**config.mk**
```make
export PLATFORM = sky130hd
export DESIGN_NAME = pbwc_top
export DESIGN_NICKNAME = d
export VERILOG_FILES = /design/src/include/pbwc_pkg.sv /design/src/include/pbwc_btn_if.sv /design/src/rtl/pbwc_top.sv /design/src/rtl/pbwc_button.sv
export SDC_FILE = /design/constraint.sdc
export NUM_CORES = 1
export LEC_CHECK = 0
export BUFFER_PORTS_ARGS = -buffer_cell sky130_fd_sc_hd__buf_2
export CAP_MARGIN = 30
export CORE_MARGIN = 2
export CORE_UTILIZATION = 48
export CTS_CLUSTER_SIZE = 16
export DETAILED_ROUTE_END_ITERATION = 12
export PLACE_DENSITY = 0.72
export SKIP_CTS_REPAIR_TIMING = 1
export SYNTH_ARGS = -nofsm -noshare
export SYNTH_HDL_FRONTEND = slang
export SYNTH_SLANG_ARGS = --single-unit
```
**constraint.sdc**
```tcl
create_clock -name core_clk -period 6.1 [get_ports core_clk]
set_input_delay 0.915 -clock core_clk [delete_from_list [all_inputs] [get_ports core_clk]]
set_output_delay 0.915 -clock core_clk [all_outputs]
set_load 0.02 [all_outputs]
```
**src/include/pbwc_pkg.sv**
```systemverilog
`default_nettype none
package pbwc_pkg;
  // timing
  localparam int unsigned CLK_HZ = 20000000;
  localparam int unsigned HOLD_MS = 4000;
  localparam int unsigned HOLD_CYCLES = HOLD_MS * (CLK_HZ / 1000);
  localparam int unsigned RST_HOLD_MS = 100;
  localparam int unsigned RST_HOLD_CYCLES = RST_HOLD_MS * (CLK_HZ / 1000);
  localparam int unsigned DEBOUNCE_US = 10000;
  localparam int unsigned DEBOUNCE_CYCLES = DEBOUNCE_US * (CLK_HZ / 1000000);
  localparam int unsigned IDLE_MS = 60000;
  localparam int unsigned IDLE_CYCLES = IDLE_MS * (CLK_HZ / 1000);
  // reset values
  localparam logic PM_ENABLE_RESET = 1'b1;
  // power states
  typedef enum logic [2:0] {
    PBWC_S5,
    PBWC_S0,
    PBWC_STBY,
    PBWC_S1,
    PBWC_S3
  } pbwc_state_t;
endpackage
`default_nettype wire

```
**src/include/pbwc_btn_if.sv**
```systemverilog
`timescale 1ns/100ps
`default_nettype none
interface pbwc_btn_if;
  logic pressed;
  logic short_rel;
  logic long_hit;
  modport drv (output pressed, output short_rel, output long_hit);
  modport use_ (input pressed, input short_rel, input long_hit);
endinterface
`default_nettype wire

```
**src/rtl/pbwc_top.sv**
```systemverilog
`timescale 1ns/100ps
`default_nettype none
// Summary of operation
// - In soft-off, a press released under four seconds powers the system on.
// - Working, a short press requests soft-off or suspend from software.
// - Working, a press over four seconds forces power off without software.
// - Sleeping, short press wakes; press over four seconds powers off.
// - Switch, RTC, modem and PME wake from S1, S3 and S5.
// - USB, sleep button and IR wake only from S1; keyboard and mouse wake from S1 and standby.
// - One modem ring resumes from standby or S1.
// - Standby entered by idle time-out, suspend switch or software request.
// - Standby keeps serving interrupts; keyboard or mouse ends it, monitor on.
// - Power management enable is configurable and defaults to enabled.
// - Suspend-to-RAM keeps memory and wake logic on standby power.
module pbwc_top #(
  parameter int unsigned DEB_CYC = pbwc_pkg::DEBOUNCE_CYCLES,
  parameter int unsigned HOLD_CYC = pbwc_pkg::HOLD_CYCLES,
  parameter int unsigned RST_CYC = pbwc_pkg::RST_HOLD_CYCLES,
  parameter int unsigned IDLE_CYC = pbwc_pkg::IDLE_CYCLES
) (
  // standby clock and power-on reset
  input wire logic core_clk,
  input wire logic arst_n,
  // front panel
  input wire logic pwr_sw_n,
  input wire logic susp_sw_n,
  // supply
  input wire logic pwr_good,
  output logic supply_on,
  output logic sys_rst_n,
  output logic mem_stby_pwr,
  output logic monitor_pwr,
  // configuration
  input wire logic pm_disable,
  input wire logic modem_irq_mask,
  // software side, same clock
  input wire logic sw_standby_req,
  input wire logic sw_sleep_s1_req,
  input wire logic sw_sleep_s3_req,
  input wire logic sw_off_req,
  input wire logic activity,
  output logic soft_off_req,
  // wake sources, asynchronous
  input wire logic rtc_alarm,
  input wire logic pme_n,
  input wire logic modem_ring,
  input wire logic usb_wake,
  input wire logic kbd_act,
  input wire logic mouse_act,
  input wire logic sleep_btn,
  input wire logic ir_cmd,
  // state
  output pbwc_pkg::pbwc_state_t pwr_state
);
  localparam int NW = 10;
  pbwc_btn_if pwr_if ();
  pbwc_btn_if susp_if ();
  logic [NW-1:0] raw_in;
  logic [NW-1:0] s1, s2, s3;
  logic [NW-1:0] lvl;
  logic pg_q;
  logic rtc_w, pme_w, ring_w, usb_w, kbd_w, mouse_w, slp_w, ir_w, pg_w;
  logic susp_prev, next_susp_prev, susp_edge;
  pbwc_pkg::pbwc_state_t state, next_state;
  logic [31:0] rst_cnt, next_rst_cnt;
  logic [31:0] idle_cnt, next_idle_cnt;
  logic rst_q, next_rst_q;
  logic sor, next_sor;
  logic mon, next_mon;
  logic pm_en, next_pm_en;
  logic wake_all, wake_s1;

  //////////////////////////////////////////////////////////////////////
  // switch decoders
  pbwc_button #(.DEB_CYC(DEB_CYC), .HOLD_CYC(HOLD_CYC)) u_pwr (
    .core_clk(core_clk),
    .arst_n(arst_n),
    .sw_n(pwr_sw_n),
    .btn(pwr_if.drv)
  );
  pbwc_button #(.DEB_CYC(DEB_CYC), .HOLD_CYC(HOLD_CYC)) u_susp (
    .core_clk(core_clk),
    .arst_n(arst_n),
    .sw_n(susp_sw_n),
    .btn(susp_if.drv)
  );

  //////////////////////////////////////////////////////////////////////
  // three-flop synchronisers, change taken when stages 2 and 3 agree
  assign raw_in = {pwr_good, ir_cmd, sleep_btn, mouse_act, kbd_act,
                   usb_wake, modem_ring, ~pme_n, rtc_alarm, 1'b0};
  genvar gi;
  generate
    for (gi = 0; gi < NW; gi++) begin : g_sync
      always_ff @(posedge core_clk or negedge arst_n) begin
        if (!arst_n) begin
          s1[gi] <= 1'b0;
          s2[gi] <= 1'b0;
          s3[gi] <= 1'b0;
          lvl[gi] <= 1'b0;
        end else begin
          s1[gi] <= raw_in[gi];
          s2[gi] <= s1[gi];
          s3[gi] <= s2[gi];
          if (s2[gi] == s3[gi]) begin
            lvl[gi] <= s3[gi];
          end
        end
      end
    end
  endgenerate
  assign rtc_w = lvl[1];
  assign pme_w = lvl[2];
  assign ring_w = lvl[3] & ~modem_irq_mask;
  assign usb_w = lvl[4];
  assign kbd_w = lvl[5];
  assign mouse_w = lvl[6];
  assign slp_w = lvl[7];
  assign ir_w = lvl[8];
  assign pg_w = lvl[9];
  assign pg_q = pg_w;

  //////////////////////////////////////////////////////////////////////
  // wake qualification
  assign wake_all = pwr_if.short_rel | rtc_w | pme_w | ring_w;
  assign wake_s1 = wake_all | usb_w | kbd_w | mouse_w | slp_w | ir_w;
  assign susp_edge = susp_if.pressed & ~susp_prev;

  //////////////////////////////////////////////////////////////////////
  // power state machine
  always_comb begin
    next_state = state;
    next_sor = 1'b0;
    next_susp_prev = susp_if.pressed;
    next_pm_en = ~pm_disable;
    next_mon = mon;
    next_idle_cnt = idle_cnt;
    case (state)
      pbwc_pkg::PBWC_S5: begin
        next_mon = 1'b0;
        if (wake_all) begin
          next_state = pbwc_pkg::PBWC_S0;
          next_mon = 1'b1;
        end
      end
      pbwc_pkg::PBWC_S0: begin
        next_mon = 1'b1;
        next_idle_cnt = activity ? 32'h0 : idle_cnt + 32'h1;
        if (pwr_if.long_hit) begin
          next_state = pbwc_pkg::PBWC_S5;
        end else if (pwr_if.short_rel) begin
          next_sor = 1'b1;
        end else if (sw_off_req) begin
          next_state = pbwc_pkg::PBWC_S5;
        end else if (sw_sleep_s3_req) begin
          next_state = pbwc_pkg::PBWC_S3;
        end else if (sw_sleep_s1_req) begin
          next_state = pbwc_pkg::PBWC_S1;
        end else if (pm_en && (susp_edge || sw_standby_req ||
                     idle_cnt >= IDLE_CYC - 1)) begin
          next_state = pbwc_pkg::PBWC_STBY;
          next_mon = 1'b0;
        end
        if (next_state != pbwc_pkg::PBWC_S0) begin
          next_idle_cnt = 32'h0;
        end
      end
      pbwc_pkg::PBWC_STBY: begin
        // supply and reset stay up so interrupts are still served
        if (pwr_if.long_hit) begin
          next_state = pbwc_pkg::PBWC_S5;
        end else if (kbd_w || mouse_w || activity || ring_w || susp_edge ||
                     pwr_if.short_rel) begin
          next_state = pbwc_pkg::PBWC_S0;
          next_mon = 1'b1;
        end
      end
      pbwc_pkg::PBWC_S1: begin
        if (pwr_if.long_hit) begin
          next_state = pbwc_pkg::PBWC_S5;
        end else if (wake_s1) begin
          next_state = pbwc_pkg::PBWC_S0;
          next_mon = 1'b1;
        end
      end
      pbwc_pkg::PBWC_S3: begin
        if (pwr_if.long_hit) begin
          next_state = pbwc_pkg::PBWC_S5;
        end else if (wake_all) begin
          next_state = pbwc_pkg::PBWC_S0;
          next_mon = 1'b1;
        end
      end
      default: begin
        next_state = pbwc_pkg::PBWC_S5;
      end
    endcase
  end

  //////////////////////////////////////////////////////////////////////
  // reset sequencing after power-good
  always_comb begin
    next_rst_cnt = 32'h0;
    next_rst_q = 1'b0;
    if (supply_on && pg_q) begin
      next_rst_cnt = rst_cnt;
      if (rst_cnt < RST_CYC) begin
        next_rst_cnt = rst_cnt + 32'h1;
      end
      next_rst_q = (rst_cnt >= RST_CYC);
    end
  end

  always_ff @(posedge core_clk or negedge arst_n) begin
    if (!arst_n) begin
      state <= pbwc_pkg::PBWC_S5;
      sor <= 1'b0;
      susp_prev <= 1'b0;
      pm_en <= pbwc_pkg::PM_ENABLE_RESET;
      mon <= 1'b0;
      idle_cnt <= 32'h0;
      rst_cnt <= 32'h0;
      rst_q <= 1'b0;
    end else begin
      state <= next_state;
      sor <= next_sor;
      susp_prev <= next_susp_prev;
      pm_en <= next_pm_en;
      mon <= next_mon;
      idle_cnt <= next_idle_cnt;
      rst_cnt <= next_rst_cnt;
      rst_q <= next_rst_q;
    end
  end

  //////////////////////////////////////////////////////////////////////
  // outputs
  assign supply_on = (state == pbwc_pkg::PBWC_S0) || (state == pbwc_pkg::PBWC_STBY) ||
                     (state == pbwc_pkg::PBWC_S1);
  assign sys_rst_n = rst_q;
  assign mem_stby_pwr = supply_on || (state == pbwc_pkg::PBWC_S3);
  assign monitor_pwr = mon;
  assign soft_off_req = sor;
  assign pwr_state = state;
endmodule
`default_nettype wire

```
**src/rtl/pbwc_button.sv**
```systemverilog
`timescale 1ns/100ps
`default_nettype none
module pbwc_button #(
  parameter int unsigned DEB_CYC = pbwc_pkg::DEBOUNCE_CYCLES,
  parameter int unsigned HOLD_CYC = pbwc_pkg::HOLD_CYCLES
) (
  // clock and reset
  input wire logic core_clk,
  input wire logic arst_n,
  // raw switch, active low
  input wire logic sw_n,
  // decoded presses
  pbwc_btn_if.drv btn
);
  logic [2:0] sync;
  logic stable, next_stable;
  logic [31:0] deb_cnt, next_deb_cnt;
  logic [31:0] hold_cnt, next_hold_cnt;
  logic short_rel, next_short_rel;
  logic long_hit, next_long_hit;

  always_comb begin
    next_stable = stable;
    next_deb_cnt = 32'h0;
    if ((sync[2] == sync[1]) && (sync[1] != stable)) begin
      next_deb_cnt = deb_cnt + 32'h1;
      if (deb_cnt >= DEB_CYC - 1) begin
        next_stable = sync[1];
        next_deb_cnt = 32'h0;
      end
    end
    next_short_rel = 1'b0;
    next_long_hit = 1'b0;
    next_hold_cnt = 32'h0;
    if (stable) begin
      next_hold_cnt = hold_cnt;
      if (hold_cnt < HOLD_CYC) begin
        next_hold_cnt = hold_cnt + 32'h1;
      end
      next_long_hit = (hold_cnt == HOLD_CYC - 1);
    end else if (hold_cnt != 32'h0 && hold_cnt < HOLD_CYC) begin
      next_short_rel = 1'b1;
    end
  end

  always_ff @(posedge core_clk or negedge arst_n) begin
    if (!arst_n) begin
      sync <= 3'h0;
      stable <= 1'b0;
      deb_cnt <= 32'h0;
      hold_cnt <= 32'h0;
      short_rel <= 1'b0;
      long_hit <= 1'b0;
    end else begin
      sync <= {sync[1:0], ~sw_n};
      stable <= next_stable;
      deb_cnt <= next_deb_cnt;
      hold_cnt <= next_hold_cnt;
      short_rel <= next_short_rel;
      long_hit <= next_long_hit;
    end
  end

  assign btn.pressed = stable;
  assign btn.short_rel = short_rel;
  assign btn.long_hit = long_hit;
endmodule
`default_nettype wire

```
* Yosys cells after proc, flatten, opt, wreduce, memory -nomap -nowiden
Index checks and enable logic that the tools add are counted.
Storage, ports and cells: bits in registers 214, bits in latches 0, memory bits (writable) 0, memory bits (read-only) 0, input port bits 20, output and inout bits 8, memories 0
Cells by class: add/subtract/negate cells 5, multipliers 0, divide/modulo/power cells 0, order comparisons 6, eq/ne operators 29, shift operators 0, multiplexer cells 45, bitwise logic cells 16, reduce and logical (&&, ||, !) cells 22
Operators by type and width (number):
- $mux 32 | 10
- $add 32x1->32 const B | 5
- $ge 32x18->1 const B | 2
- $mux 3 | 13
- $eq 32x27->1 const B | 1
- $ge 32x21->1 const B | 1
- $ge 32x31->1 const B | 1
- $lt 32x21->1 const B | 1
- $lt 32x27->1 const B | 1
- $reduce_bool 32->1 | 1
- $mux 1 | 20
- $pmux 3 s5 | 1
- $ne 2x2->1 const B | 7
- $eq 1x1->1 | 11
- $logic_or 1x1->1 | 10
- $or 1x1->1 | 8
- $reduce_and 7->1 | 1
- $eq 3x2->1 const B | 2
- $ne 3x2->1 const B | 2
- $not 1->1 | 6
- $reduce_and 2->1 | 3
- $logic_and 1x1->1 | 5
- $pmux 1 s5 | 1
- $reduce_bool 5->1 | 1
- other kinds (7) | 9

* Depth between registers and ports, before layout
depth in word-level cells 14, depth in mapped cells 8, mapped depth without buffers 7

* Cells and area by module
Synthesis repeated with hierarchy kept, for this count alone.
Unflattened totals: cells, all modules 1131, area, all modules 11458.5 um2
By module, submodules not included:
- pbwc_button | instances 2, cells each 337, area each 3353.2 um2, seq. area each 1751.7 um2
- pbwc_top | instances 1, cells each 457, area each 4752.1 um2, seq. area each 2703.8 um2

* Least setup slack after synthesis
OpenSTA, ideal clock, no wires.
path type in2reg, start input sw_sleep_s3_req, end register idle_cnt[28], setup time 83 ps, arrival 2526 ps, setup slack 3492 ps, stages 7, buffers on the path 1, cell sequence nor4_1 -> nand3b_1 -> nor4_1 -> a31oi_2 -> buf_6 -> or3_1 -> o21ai_0
Between the ends: cells in the longest elaborated chain, start to end 7
Ends and longest elaborated chain:
- start, declared | line pbwc_top.sv:39 | input wire logic sw_sleep_s3_req,
- $mux 3 | line pbwc_top.sv:155 | end else if (sw_sleep_s3_req) begin
- $mux 3 | line pbwc_top.sv:153 | end else if (sw_off_req) begin
- $mux 3 | line pbwc_top.sv:151 | end else if (pwr_if.short_rel) begin
- $mux 3 | line pbwc_top.sv:149 | if (pwr_if.long_hit) begin
- $mux 3 | line pbwc_top.sv:138 | case (state)
- $ne 3x1->1 | line pbwc_top.sv:164 | if (next_state != pbwc_pkg::PBWC_S0) begin
- $mux 32 | line pbwc_top.sv:164
- end signal, assigned | line pbwc_top.sv:230 | idle_cnt <= next_idle_cnt;
- end, declared | line pbwc_top.sv:66 | logic [31:0] idle_cnt, next_idle_cnt;
Every way passes these cells. The select of a mux whose other input is x is not followed. A chain may end at the register's enable or synchronous reset.

* Worst setup path after layout
start register state[1] (netlist: pwr_state[1]), end output supply_on
Between the ends: cells in the longest elaborated chain, start to end 3
Ends and longest elaborated chain:
- start, declared | line pbwc_top.sv:64 | pbwc_pkg::pbwc_state_t state, next_state;
- start signal, assigned | line pbwc_top.sv:216 | state <= pbwc_pkg::PBWC_S5;
- start signal, assigned | line pbwc_top.sv:225 | state <= next_state;
- $eq 3x1->1 / $eq 3x2->1 (equally long branches) | line pbwc_top.sv:238 | assign supply_on = (state == pbwc_pkg::PBWC_S0) || (state == pbwc_pkg::PBWC_STBY) ||
- $logic_or 1x1->1 | line pbwc_top.sv:238
- $logic_or 1x1->1 (*) | line pbwc_top.sv:238
- end, declared | line pbwc_top.sv:29 | output logic supply_on,
Every way passes the cells marked *; elsewhere a longest branch is shown, timed or not.

==> qor.txt <==
Area growth syn-to-layout: 13.08%
Critical Path End Type: primary output
PD cells: 309.9 nW/µm²
Total GRT Usage: 17.49%
Tightest Pin Transition: 0.9121 ns
Switching Share: 25.07%
crit path kind: reg2out
worst reg-to-reg path cell count: 6
post-layout min period: 2.914 ns
number of synthesized register bits: 214
Die Y-Extent: 142.6 µm
largest net degree at the start of global routing: 109
DR pass1 iterations: 5
worst vdd ir: 0.1810 mV
TritonCTS Sinks: 214
Non-Filler Instances: 1,178
Clock power frac: 42.4%
Req. time, crit path: 5.18 ns
hold path depth: 0
Switch Pwr: 810.0 µW
Fin. Hold Viols: 0
Via density: 5.537
Yosys warning count: 0
IO Count: 28
cell taking the most area after synthesis: dfrtp_1
Inst Count DP: 1,139
Worst Setup Start Kind: register
syn_area_per_cell: 10.56 µm²
initial antenna violation count: 0
RSZ-0062 raised after global routing: false
TritonCTS clock tree: yes
Layout Skew: 0.01446 ns
share of the synthesized area in the top cell type: 57.83%
type of the tightest min-delay check: reg2reg
prevailing post-synth register cell: dfrtp_1
hold path start: s1[9]
Via Count: 6,523
synth cell count leaders: dfrtp_1 (213), nor2_1 (107), nand2_1 (63), nand3_1 (47), xor2_1 (40)
die width: 142.6 µm
Max transition margin: 38.69%
routed len/inst: 14.34 µm
clock latency on the worst-skew pair: 0.50 ns
Post-synth EDFFs: 0
P_leak: 0.004506 µW
worst setup margin: 3.186 ns
share of layout cells above drive strength 1: 8.369%
Port Buf Inserts: 27
cells after synthesis: 873
mapped cell area: 9218 µm²
combinational power share: 10.3%
WL final: 16,890 µm
pre-CTS setup slack: 2.927 ns
fin. max-slew vios: 0
H-Tree Depth: 1
final setup TNS: 0 ns
Total Power: 3231 µW
DRC: 0
DR iter-0 viols: 459
Die Area: 20,330 µm²
post-synthesis sequential area ratio: 58.11%
CTS Buf Count: 23
hpwl dp: 10,810 µm
antenna cells: 0
flop2flop setup slack: 3.45 ns
Yosys cell types: 63
Reg clk slew, reported paths: 0.06 ns
reg2reg end: idle_cnt[29]
Async S/R FF share, synth: 100.0%
final hold slack: 0.3466 ns
Root Buffer: clkbuf_16
max-cap violations: 0
Core ar.: 18,770 µm²
Placer Congestion: 0.8461
Hold EP: s2[9]
global-route wire length before repair: 29,690 µm
Starting Density: 49.11%
status: complete, no violations
worst r2r src: u_pwr.btn.short_rel
Flop pwr share: 47.3%
maximum operating frequency: 343.2 MHz
final net count: 957
Rows: 50
Overflow after GRT: 0
final setup fails: 0
CP max FO: 14
Routed Antenna Nets: 0
most common cell in the synthesized netlist: dfrtp_1
CP Data Arrival Time: 2.00 ns
CTS max path bufs: 3
largest cells by area after synthesis: dfrtp_1 (58%), nor2_1 (4.4%), xor2_1 (3.8%)
period utilisation layout: 47.77%
internal power: 2421 µW
vias in the first global route: 6,281
==> metrics by stage <==
| step | instance area [µm²] | util (%) |
|---|---|---|
| after floorplan | 9319 | - |
| after global placement | 9671 | 51.53 |
| after detailed placement | 9671 | 51.53 |
| after CTS | 10420 | 55.54 |
| after global routing | 10420 | 55.54 |
| final | 10420 | 55.54 |
==> worst max-delay path: stages, from the launching register on <==
cell     delay [ns]
dfrtp_1        0.52
nor2_1         0.14
nor2_1         0.56
buf_2          0.29
==> placed cells by master, fill, tap and decap left out, types with 6 or more instances in the layout <==
cell type  count
xor2_1        40
nor3_1        17
a21oi_1       31
and4_1         7
conb_1        28
buf_2         26
clkbuf_16     23
nand3_1       47
inv_1         26
or3_1         27
xnor2_1       26
and3_1        31
o211ai_1       8
nand2_1       63
maj3_1         9
nor4_1        27
o31ai_1        7
dfrtp_1      213
clkbuf_8       6
nand4_1       30
ha_1           7
nor2_1       107
o21ai_0       38
a21o_1         6
and2_1        13
==> registers in the layout (all words and copies together) (netlist names), 3 cells and up <==
register / flops
u_susp.deb_cnt: 32
s3: 9
s1: 9
pwr_state: 3
u_pwr.hold_cnt: 32
s2: 9
u_pwr.sync: 3
rst_cnt: 32
u_pwr.deb_cnt: 32
idle_cnt: 32
u_susp.sync: 3
==> worst max-delay path by stage <==
stage                     from            to  slack [ns]  depth (start not counted)
2_1_floorplan  sw_sleep_s3_req  idle_cnt[28]        3.49                          7
3_3_place_gp   sw_sleep_s3_req  idle_cnt[29]        2.99                          7
3_5_place_dp   sw_sleep_s3_req  idle_cnt[29]        2.93                          7
4_1_cts           pwr_state[0]     supply_on        3.18                          3
5_1_grt           pwr_state[1]     supply_on        3.03                          3
6_report          pwr_state[1]     supply_on        3.19                          3
==> final cells by class <==
class / instances / area [µm²]
Clock buffer: 33 / 673.1
Clock inverter: 6 / 80.08
Tap cell: 234 / 292.8
Inverter: 26 / 97.59
Multi-Input combinational cell: 634 / 3749
Sequential cell: 214 / 5356
Fill cell: 1619 / 8344
Timing Repair Buffer: 31 / 175.2
==> power by group through the flow <==
| stage | Combinational, µW | Clock, µW | Sequential, µW |
|---|---|---|---|
| final | 332 | 1370 | 1530 |
| after CTS | 335 | 1410 | 1530 |
| after floorplan | 235 | 0 | 1540 |
| after detailed placement | 336 | 0 | 1550 |
| after global placement | 329 | 0 | 1550 |
| after global routing | 376 | 1470 | 1530 |
==> kinds of logic after synthesis <==
family | after synthesis | share of synthesized area, %
adders and majority gates | 16 | 1.928
buffers and inverters | 52 | 2.321
DFF | 214 | 58.11
AOI/OAI and AO/OA | 124 | 8.973
xor gates and xnor gates | 66 | 6.271
other | 1 | 0.04068
and+or+nand+nor | 400 | 22.36
==> per-layer routing <==
layer | wire length, µm | vias to the layer above | track usage [%] | share of wire, %
met3 | 641 | 31 | 2.860 | 3.8
met5 | 0 | - | 0 | 0
met1 | 8404 | 3207 | 26.02 | 50
met4 | 320 | 0 | 4.794 | 1.9
met2 | 7523 | 103 | 26.77 | 45
li1 | - | 3182 | - | -
(Power assumes the default switching activity.)
